[config.mk]
export PLATFORM = sky130hd
export DESIGN_NAME = bfm_top
export DESIGN_NICKNAME = d
export VERILOG_FILES = /design/src/bfm_pkg.sv /design/src/bfm_top.sv
export SDC_FILE = /design/constraint.sdc
export NUM_CORES = 1
export LEC_CHECK = 0
export ABC_AREA = 1
export BUFFER_PORTS_ARGS = -buffer_cell sky130_fd_sc_hd__clkbuf_2
export CAP_MARGIN = 20
export CORE_MARGIN = 1
export CORE_UTILIZATION = 53
export CTS_CLUSTER_DIAMETER = 200
export DETAILED_ROUTE_END_ITERATION = 12
export HOLD_SLACK_MARGIN = 0.02
export PLACE_DENSITY = 0.79
export SLEW_MARGIN = 5
export SYNTH_ARGS = -nofsm -noshare
export SYNTH_HDL_FRONTEND = slang
export SYNTH_SLANG_ARGS = --single-unit
[constraint.sdc]
create_clock -name clock -period 2.05 [get_ports clock]
set_clock_uncertainty 0.2 [all_clocks]
set_input_delay 0.1025 -clock clock [delete_from_list [all_inputs] [get_ports clock]]
set_output_delay 0.1025 -clock clock [all_outputs]
set_load 0.01 [all_outputs]
[src/bfm_pkg.sv]
// constants, field layouts and types of the bridge fault monitor
// assumes one 10 MHz clock; registers sit on an axi4-lite slave
// Summary of operation
// - short detected: bridge off, end cycle, count
// - polarity change decrements short counter
// - counter at three: mosfets off until re-enable
// - per-coil short flags, cleared while disabled
// - short: voltage misses level within delay
// - one bit switches short detection off
// - two-bit code picks 3.2/1.6/1.2/0.8 us
// - open flag: no chopper event last period
// - open flag kept below 1/16 current
// - open flag updates on toggle, informational
// - fullstep: missed target current raises open
// - warning flag; react to shutdown threshold
// - shutdown threshold disables driver, sets flag
// - tc slope modes add one gate step
// - undervoltage resets logic, mosfets off, zeros
// - undervoltage: serial output zero, no passthrough
// - undervoltage clears scale; status reads zero
// - power-up: serial held, bus ignored, cleared
// - disable pin high disables all mosfets
// - zero off-time acts as driver disable
package bfm_pkg;
  localparam int CLK_NS = 100;
  localparam int DLY0_NS = 3200;
  localparam int DLY1_NS = 1600;
  localparam int DLY2_NS = 1200;
  localparam int DLY3_NS = 800;
  localparam logic [5:0] DLY0_CYC = 6'((DLY0_NS + CLK_NS - 1) / CLK_NS);
  localparam logic [5:0] DLY1_CYC = 6'((DLY1_NS + CLK_NS - 1) / CLK_NS);
  localparam logic [5:0] DLY2_CYC = 6'((DLY2_NS + CLK_NS - 1) / CLK_NS);
  localparam logic [5:0] DLY3_CYC = 6'((DLY3_NS + CLK_NS - 1) / CLK_NS);
  localparam logic [1:0] SHORT_MAX = 2'h3;
  localparam logic [1:0] SLP_TC_LO = 2'h1;
  localparam logic [1:0] SLP_TC_HI = 2'h2;
  localparam logic [7:0] CTRL_ADDR = 8'h00;
  localparam logic [7:0] STAT_ADDR = 8'h04;
  localparam logic [1:0] RESP_OKAY = 2'h0;
  localparam logic [1:0] RESP_SLVERR = 2'h2;
  localparam logic [13:0] CTRL_RST = 14'h0000;
  // control word, bits 13..0 of the control register
  typedef struct packed {
    logic [4:0] cur_scale;
    logic [3:0] off_time;
    logic [1:0] slope_sel;
    logic [1:0] delay_sel;
    logic detect_off;
  } bfm_ctrl_t;
  // status word, bits 11..0 of the status register
  typedef struct packed {
    logic [4:0] cur_status;
    logic drv_en;
    logic ot;
    logic thermal_warning_flag;
    logic coil_b_open_flag;
    logic coil_a_open_flag;
    logic coil_b_ground_short_flag;
    logic coil_a_ground_short_flag;
  } bfm_stat_t;
  typedef enum logic [0:0] {
    WR_IDLE = 1'b0,
    WR_RESP = 1'b1
  } bfm_wr_t;
endpackage

[src/bfm_top.sv]
// bridge fault monitor: short, open load, thermal, undervoltage
// assumes coil and chopper strobes come from logic on clock;
// pins (disable, sensors, level comparators, serial) are async
//
// Added by the designer: register access over AXI4-Lite and the address map.
`timescale 1ns/10ps
`default_nettype none
module bfm_top import bfm_pkg::*; #(
  parameter int SH_W = 20
) (
  input wire logic clock,
  input wire logic rst_n,
  input wire logic undervolt_in,
  input wire logic bridge_disable_input,
  input wire logic temp_warn_in,
  input wire logic temp_shut_in,
  input wire logic [1:0] hs_on,
  input wire logic [1:0] hs_level_in,
  input wire logic [1:0] coil_polarity,
  input wire logic [1:0] chop_event,
  input wire logic [1:0] target_reached,
  input wire logic [1:0] current_low,
  input wire logic fullstep_mode,
  input wire logic serial_in,
  input wire logic serial_shift,
  output logic serial_out,
  output logic [1:0] bridge_en,
  output logic [1:0] chop_end,
  output logic [1:0] gate_current_sel,
  input wire logic [7:0] s_axi_awaddr,
  input wire logic s_axi_awvalid,
  output logic s_axi_awready,
  input wire logic [31:0] s_axi_wdata,
  input wire logic [3:0] s_axi_wstrb,
  input wire logic s_axi_wvalid,
  output logic s_axi_wready,
  output logic [1:0] s_axi_bresp,
  output logic s_axi_bvalid,
  input wire logic s_axi_bready,
  input wire logic [7:0] s_axi_araddr,
  input wire logic s_axi_arvalid,
  output logic s_axi_arready,
  output logic [31:0] s_axi_rdata,
  output logic [1:0] s_axi_rresp,
  output logic s_axi_rvalid,
  input wire logic s_axi_rready
);
  // detection delay in cycles per code
  function automatic logic [5:0] dly_cyc(input logic [1:0] s);
    case (s)
      2'h0: dly_cyc = DLY0_CYC;
      2'h1: dly_cyc = DLY1_CYC;
      2'h2: dly_cyc = DLY2_CYC;
      default: dly_cyc = DLY3_CYC;
    endcase
  endfunction

  // byte-lane mask from strobes
  function automatic logic [31:0] strb_mask(input logic [3:0] st);
    strb_mask = {{8{st[3]}}, {8{st[2]}}, {8{st[1]}}, {8{st[0]}}};
  endfunction

  // two-flop synchronisers for pins
  logic [7:0] sy1_reg;
  logic [7:0] sy2_reg;
  always_ff @(posedge clock) begin
    if (!rst_n) begin
      sy1_reg <= 8'h00;
      sy2_reg <= 8'h00;
    end else begin
      sy1_reg <= {serial_in, hs_level_in, temp_shut_in, temp_warn_in,
                  bridge_disable_input, undervolt_in, 1'b0};
      sy2_reg <= sy1_reg;
    end
  end
  logic uv_s, dis_s, warn_s, shut_s, ser_s;
  logic [1:0] lvl_s;
  assign uv_s = sy2_reg[1];
  assign dis_s = sy2_reg[2];
  assign warn_s = sy2_reg[3];
  assign shut_s = sy2_reg[4];
  assign lvl_s = sy2_reg[6:5];
  assign ser_s = sy2_reg[7];

  // undervoltage or power-up acts as full internal reset
  logic int_rst;
  assign int_rst = !rst_n || uv_s;

  bfm_ctrl_t ctrl_reg;
  logic ot_reg, thermal_warning_flag_reg;
  logic drv_dis;
  // pin disable, zero off time and thermal shutdown
  assign drv_dis = dis_s || (ctrl_reg.off_time == 4'h0) || shut_s || ot_reg;

  // thermal flags follow the sensor levels
  always_ff @(posedge clock) begin
    if (int_rst) begin
      ot_reg <= 1'b0;
      thermal_warning_flag_reg <= 1'b0;
    end else begin
      thermal_warning_flag_reg <= warn_s;
      ot_reg <= shut_s;
    end
  end

  // gate current step, raised in tc modes while warm
  always_ff @(posedge clock) begin
    if (int_rst) begin
      gate_current_sel <= 2'h0;
    end else if (thermal_warning_flag_reg && (ctrl_reg.slope_sel == SLP_TC_LO ||
                              ctrl_reg.slope_sel == SLP_TC_HI)) begin
      gate_current_sel <= 2'(ctrl_reg.slope_sel + 2'h1);
    end else begin
      gate_current_sel <= ctrl_reg.slope_sel;
    end
  end

  logic [1:0] s2g_reg, ol_reg, evt, tog;
  logic [1:0] sc_cnt [2];
  logic [5:0] dcnt [2];
  genvar gi;
  generate
    for (gi = 0; gi < 2; gi++) begin : g_coil
      logic pol_q, cyc_off, chop_seen, reach_seen;
      assign tog[gi] = coil_polarity[gi] != pol_q;
      // delay runs while high side on and level not reached
      assign evt[gi] = hs_on[gi] && bridge_en[gi] && !lvl_s[gi] &&
                       !ctrl_reg.detect_off && !cyc_off &&
                       (dcnt[gi] == 6'(dly_cyc(ctrl_reg.delay_sel) - 6'h1));

      // polarity history
      always_ff @(posedge clock) begin
        if (int_rst) begin
          pol_q <= 1'b0;
        end else begin
          pol_q <= coil_polarity[gi];
        end
      end

      // detection delay counter
      always_ff @(posedge clock) begin
        if (int_rst || !hs_on[gi] || !bridge_en[gi] || lvl_s[gi] || cyc_off || ctrl_reg.detect_off) begin
          dcnt[gi] <= 6'h00;
        end else if (!evt[gi]) begin
          dcnt[gi] <= 6'(dcnt[gi] + 6'h1);
        end
      end

      // off for the rest of the high-side phase after a short
      always_ff @(posedge clock) begin
        if (int_rst || !hs_on[gi]) begin
          cyc_off <= 1'b0;
        end else if (evt[gi]) begin
          cyc_off <= 1'b1;
        end
      end

      // short event counter, saturating both ways
      always_ff @(posedge clock) begin
        if (int_rst || drv_dis) begin
          sc_cnt[gi] <= 2'h0;
        end else if (evt[gi] && !tog[gi] && sc_cnt[gi] != SHORT_MAX) begin
          sc_cnt[gi] <= 2'(sc_cnt[gi] + 2'h1);
        end else if (tog[gi] && !evt[gi] && sc_cnt[gi] != 2'h0) begin
          sc_cnt[gi] <= 2'(sc_cnt[gi] - 2'h1);
        end
      end

      // persistent short latch and flag
      always_ff @(posedge clock) begin
        if (int_rst || drv_dis) begin
          s2g_reg[gi] <= 1'b0;
        end else if (sc_cnt[gi] == SHORT_MAX) begin
          s2g_reg[gi] <= 1'b1;
        end
      end

      // bridge enable and chopper abort
      always_ff @(posedge clock) begin
        if (int_rst) begin
          bridge_en[gi] <= 1'b0;
          chop_end[gi] <= 1'b0;
        end else begin
          bridge_en[gi] <= !drv_dis && !s2g_reg[gi] && !evt[gi] && !cyc_off &&
                           sc_cnt[gi] != SHORT_MAX;
          chop_end[gi] <= evt[gi];
        end
      end

      // chopper and target events seen in this polarity period
      always_ff @(posedge clock) begin
        if (int_rst) begin
          chop_seen <= 1'b0;
          reach_seen <= 1'b0;
        end else if (tog[gi]) begin
          chop_seen <= chop_event[gi];
          reach_seen <= target_reached[gi];
        end else begin
          chop_seen <= chop_seen || chop_event[gi];
          reach_seen <= reach_seen || target_reached[gi];
        end
      end

      // open-load flag, updated at each toggle unless current_low is set
      always_ff @(posedge clock) begin
        if (int_rst) begin
          ol_reg[gi] <= 1'b0;
        end else if (tog[gi] && !current_low[gi]) begin
          ol_reg[gi] <= !chop_seen || (fullstep_mode && !reach_seen);
        end
      end
    end
  endgenerate

  // serial path, zero and stalled while in reset
  logic [SH_W-1:0] sh_reg;
  always_ff @(posedge clock) begin
    if (int_rst) begin
      sh_reg <= '0;
      serial_out <= 1'b0;
    end else begin
      if (serial_shift) begin
        sh_reg <= {sh_reg[SH_W-2:0], ser_s};
      end
      serial_out <= sh_reg[SH_W-1];
    end
  end

  bfm_stat_t stat;
  assign stat = '{cur_status: ctrl_reg.cur_scale, drv_en: !drv_dis, ot: ot_reg,
                  thermal_warning_flag: thermal_warning_flag_reg, coil_b_open_flag: ol_reg[1], coil_a_open_flag: ol_reg[0],
                  coil_b_ground_short_flag: s2g_reg[1], coil_a_ground_short_flag: s2g_reg[0]};

  // axi write channel
  bfm_wr_t wr_st;
  logic aw_got, w_got;
  logic [7:0] wa_reg;
  logic [31:0] wd_reg, wm;
  assign wm = strb_mask(s_axi_wstrb);
  always_ff @(posedge clock) begin
    if (int_rst) begin
      wr_st <= WR_IDLE;
      aw_got <= 1'b0;
      w_got <= 1'b0;
      wa_reg <= 8'h00;
      wd_reg <= 32'h0000_0000;
      s_axi_awready <= 1'b0;
      s_axi_wready <= 1'b0;
      s_axi_bvalid <= 1'b0;
      s_axi_bresp <= RESP_OKAY;
    end else begin
      case (wr_st)
        WR_IDLE: begin
          s_axi_awready <= !aw_got && !(s_axi_awvalid && s_axi_awready);
          s_axi_wready <= !w_got && !(s_axi_wvalid && s_axi_wready);
          if (s_axi_awvalid && s_axi_awready) begin
            aw_got <= 1'b1;
            wa_reg <= s_axi_awaddr;
          end
          if (s_axi_wvalid && s_axi_wready) begin
            w_got <= 1'b1;
            wd_reg <= (32'(ctrl_reg) & ~wm) | (s_axi_wdata & wm);
          end
          if (aw_got && w_got) begin
            wr_st <= WR_RESP;
            s_axi_bvalid <= 1'b1;
            if (wa_reg[7:2] == CTRL_ADDR[7:2] || wa_reg[7:2] == STAT_ADDR[7:2]) begin
              s_axi_bresp <= RESP_OKAY;
            end else begin
              s_axi_bresp <= RESP_SLVERR;
            end
          end
        end
        WR_RESP: begin
          if (s_axi_bready) begin
            s_axi_bvalid <= 1'b0;
            aw_got <= 1'b0;
            w_got <= 1'b0;
            wr_st <= WR_IDLE;
          end
        end
        default: wr_st <= WR_IDLE;
      endcase
    end
  end

  // control register, cleared by undervoltage
  always_ff @(posedge clock) begin
    if (int_rst) begin
      ctrl_reg <= CTRL_RST;
    end else if (wr_st == WR_IDLE && aw_got && w_got &&
                 wa_reg[7:2] == CTRL_ADDR[7:2]) begin
      ctrl_reg <= wd_reg[13:0];
    end
  end

  // axi read channel
  always_ff @(posedge clock) begin
    if (int_rst) begin
      s_axi_arready <= 1'b0;
      s_axi_rvalid <= 1'b0;
      s_axi_rdata <= 32'h0000_0000;
      s_axi_rresp <= RESP_OKAY;
    end else if (s_axi_rvalid) begin
      if (s_axi_rready) begin
        s_axi_rvalid <= 1'b0;
        s_axi_arready <= 1'b1;
      end
    end else if (s_axi_arvalid && s_axi_arready) begin
      s_axi_arready <= 1'b0;
      s_axi_rvalid <= 1'b1;
      if (s_axi_araddr[7:2] == CTRL_ADDR[7:2]) begin
        s_axi_rdata <= 32'(ctrl_reg);
        s_axi_rresp <= RESP_OKAY;
      end else if (s_axi_araddr[7:2] == STAT_ADDR[7:2]) begin
        s_axi_rdata <= 32'(stat);
        s_axi_rresp <= RESP_OKAY;
      end else begin
        s_axi_rdata <= 32'h0000_0000;
        s_axi_rresp <= RESP_SLVERR;
      end
    end else begin
      s_axi_arready <= 1'b1;
    end
  end
endmodule
`default_nettype wire

==> run_results.csv <==
group,metric,value,unit
outcome,status,"completed",
place,hpwlAfterDp,7600,µm
hold_path,min_path_type,"primary input to flip-flop",
clocking,numCtsBuffers,17,
finish,final_cells,989,
timing,tns,0,ns
global_routing,met1_usage,29.59,%
clocking,cts-root-buf,"clkbuf_8",
global_routing,busiest_layer,"met2",
finish,drive_above_1_share,16.47,%
pwr,p_leak,3.226,nW
logic_synthesis,ys_warn_count,0,
logic_synthesis,ys.flop_type,"dfxtp_1",
worst_setup_path,critPathBufInv,4,
finish,finalNetCount,925,
worst_setup_path,path_depth,8,
worst_setup_path,cpLargestDelayFamily,"buffers and inverters",
timing,setup_slack,0.1187,ns
worst_setup_path,required,2.31,ns
logic_synthesis,syn_area,5329,µm²
clocking,clk_pin_slew,0.06,ns
place,dp_cells,872,
global_routing,track_usage,25.77,%
finish,syn_to_final_growth,34.82,%
die,core,9774,µm²
worst_setup_path,criticalPathCategory,"primary input to flip-flop",
logic_synthesis,synth_edf_count,16,
logic_synthesis,syn_inst,678,
worst_setup_path,start_kind,"primary input",
die,die-area,10460,µm²
logic_synthesis,ys_types,33,
timing,period_needed,1.931,ns
timing,slew_headroom,61.13,%
die,start_util,54.52,%
pwr,p_int,4.655,mW
logic_synthesis,synth_seq_cells,129,
place,gp_congestion,0.8373,
timing,final_max_slew_viol_count,0,
timing,final-hold-violation-count,0,
worst_setup_path,crit_path_frequent_cell,"dlygate4sd3_1",
routing,wirelength,12630,µm
timing,worst_pin_slew,0.5824,ns
pwr,sw_frac_of_total,23.45,%
clocking,htreeDepth,4,
timing,whs,0.02690,ns
routing,drc_errors,0,
pwr,pwr-share-comb,8.5,%
logic_synthesis,async_flop_share,0,%
timing,rsz0062_at_grt,"false",
clocking,clock_latency,0.52,ns
pwr,ir_drop,628.0,µV
timing,fmax,0.5178,GHz
worst_setup_path,arrival,2.19,ns
routing,detail_route.wl_per_cell,12.77,µm
pwr,pwr-share-seq,44.0,%
global_routing,grt_first_pass_wirelength,20670,µm
timing,setup_viol,0,
die,rows,36,
pwr,p_per_area,846.5,nW/µm²
logic_synthesis,synth_area_per_cell,7.860,µm²
worst_setup_path,crit_path_cell_trace,"dlygate4sd3_1, clkbuf_2, nor2_1, nand4_4, inv_1, dlygate4sd3_1, nand3_1, a21oi_1",
worst_setup_path,reg2reg_depth,5,
finish,largest_reg_flops,20,
worst_setup_path,slowest_delay,0.59,ns
worst_setup_path,end_kind,"flip-flop",
pwr,power.share.clock,47.5,%
worst_setup_path,critPathMaxFanout,10,
routing,vias_per_cell,4.980,
finish,diodes,0,
clocking,cts_max_path_buffers,2,
pwr,power,6.082,mW
place,post-place-ws,0.2396,ns
clocking,clock-sinks,129,
global_routing,antenna_found_initial,0,
hold_path,min_path_cells,6,
flow_run,max-cap-violations,0,
timing,period_share,94.21,%
logic_synthesis,ys_seq_area_share,51.47,%
pwr,switchingPower,1.426,mW
global_routing,grt_pass1_vias,4692,
routing,drt_iter0_drc,321,
place,port_buffers,81,
global_routing,gr-total-overflow,0,
global_routing,grt_max_degree,46,
routing,ant_nets,0,
routing,vias,4925,
global_routing,grt_util_met2,45.79,%
routing,drt-pass1-iter-count,5,
die,die_h,102.3,µm
worst_setup_path,slowest_stage,"dlygate4sd3_1",
die,die_width,102.3,µm
clocking,cts_tree,"done",
die,ios,126,
global_routing,grt.met3_usage,7.045,%
## cell usage in the layout, fill, tap and decap left out, types with 2 or more instances in the layout
| cell type | synthesis | final |
|---|---|---|
| dfxtp_1 | 113 | 113 |
| nand2_1 | 108 | 108 |
| nor2_1 | 91 | 91 |
| inv_1 | 87 | 86 |
| a21oi_1 | 84 | 84 |
| dlygate4sd3_1 | 0 | 83 |
| clkbuf_2 | 0 | 81 |
| o21ai_0 | 56 | 55 |
| nand3_1 | 25 | 25 |
| conb_1 | 1 | 20 |
| clkbuf_16 | 0 | 17 |
| edfxtp_1 | 16 | 16 |
| o21ai_1 | 8 | 9 |
| buf_4 | 23 | 7 |
| o22ai_1 | 6 | 6 |
| xor2_1 | 5 | 5 |
| ha_1 | 4 | 4 |
| clkbuf_8 | 0 | 4 |
| clkinv_2 | 0 | 4 |
| inv_2 | 4 | 3 |
| nor2_4 | 3 | 3 |
| clkinv_4 | 0 | 3 |
| nor2_2 | 2 | 2 |
| nand3_2 | 2 | 2 |
| nand4_1 | 2 | 2 |
| or2_2 | 2 | 2 |
| nor3_1 | 2 | 2 |
| a211oi_1 | 2 | 2 |
| clkinvlp_4 | 0 | 2 |
| xnor2_1 | 2 | 2 |
| inv_6 | 0 | 2 |
## timing repair
action                                 4_1_cts  5_1_grt
endpoints found under the hold margin       92        0
buffers inserted                             0        2
setup endpoints to repair                    0       10
hold buffers                                83        0
gates resized for setup                      0        6
## layout make-up
| class | count | area [µm²] |
|---|---|---|
| Clock buffer | 21 | 480.5 |
| Clock inverter | 11 | 101.3 |
| Fill cell | 707 | 2590 |
| Inverter | 91 | 347.8 |
| Multi-Input combinational cell | 432 | 2046 |
| Sequential cell | 129 | 2743 |
| Tap cell | 133 | 166.4 |
| Timing Repair Buffer | 172 | 1300 |
## logic make-up (layout without fill, tap and decap cells)
group	Yosys count	in the layout	share of synthesized area [%]
AOI/OAI and AO/OA	158	158	15.24
xor gates and xnor gates	7	7	1.151
adders and majority gates	4	4	0.9392
buffers and inverters	136	295	11.65
DFF	129	129	51.47
other	1	20	0.07037
and+or+nand+nor	243	243	19.49
## worst reg2reg max path, stage by stage, from the launching register on
cell and delay, ns:
dfxtp_1 0.35, nor2_4 0.07, inv_4 0.19, buf_4 0.34, a21oi_1 0.08, dlygate4sd3_1 0.57
## routing by layer
metal / routed length, µm / part of all wire, %
met5: 0 / 0
met4: 243 / 1.9
met3: 689 / 5.5
met2: 6558 / 52
met1: 5136 / 41
## power groups by stage
stage | clock network [mW] | registers (mW) | logic, mW
finish | 2.89 | 2.68 | 0.514
global route | 3.06 | 2.69 | 0.572
CTS | 2.92 | 2.68 | 0.492
detailed placement | 0 | 2.73 | 0.364
global placement | 0 | 2.73 | 0.353
floorplan | 0 | 2.73 | 0.261
## synthesized netlist by cell type (3+ instances only)
library cell / count / area, µm²
dfxtp_1: 113 / 2262
nand2_1: 108 / 405.4
nor2_1: 91 / 341.6
inv_1: 87 / 326.6
a21oi_1: 84 / 420.4
o21ai_0: 56 / 280.3
nand3_1: 25 / 125.1
buf_4: 23 / 172.7
edfxtp_1: 16 / 480.5
clkbuf_1: 13 / 48.80
o21ai_1: 8 / 40.04
buf_2: 7 / 35.03
o22ai_1: 6 / 37.54
xor2_1: 5 / 43.79
ha_1: 4 / 50.05
inv_2: 4 / 15.01
nor2_4: 3 / 33.78
## metrics by stage
step / util, % / cell area [µm²]
finish: 73.50 / 7184
global route: 73.50 / 7184
CTS: 73.16 / 7151
detailed placement: 58.70 / 5738
global placement: 58.70 / 5738
floorplan: - / 5400
## final timing paths
| kind | start | to | slack (ns) |
|---|---|---|---|
| worst max-delay path | s_axi_araddr[6] | s_axi_rdata[12]$_SDFFE_PP0P_ | 0.12 |
| worst min-delay path | s_axi_araddr[7] | s_axi_rdata[0]$_SDFFE_PP0P_ | 0.03 |
| worst max register to register | sy2_reg[1]$_SDFF_PN0_ | g_coil[1].chop_seen$_SDFF_PP0_ | 0.12 |
| worst min register to register | sy1_reg[2]$_SDFF_PN0_ | sy2_reg[2]$_SDFF_PN0_ | 0.21 |
Power figures use the tool's default switching activity.
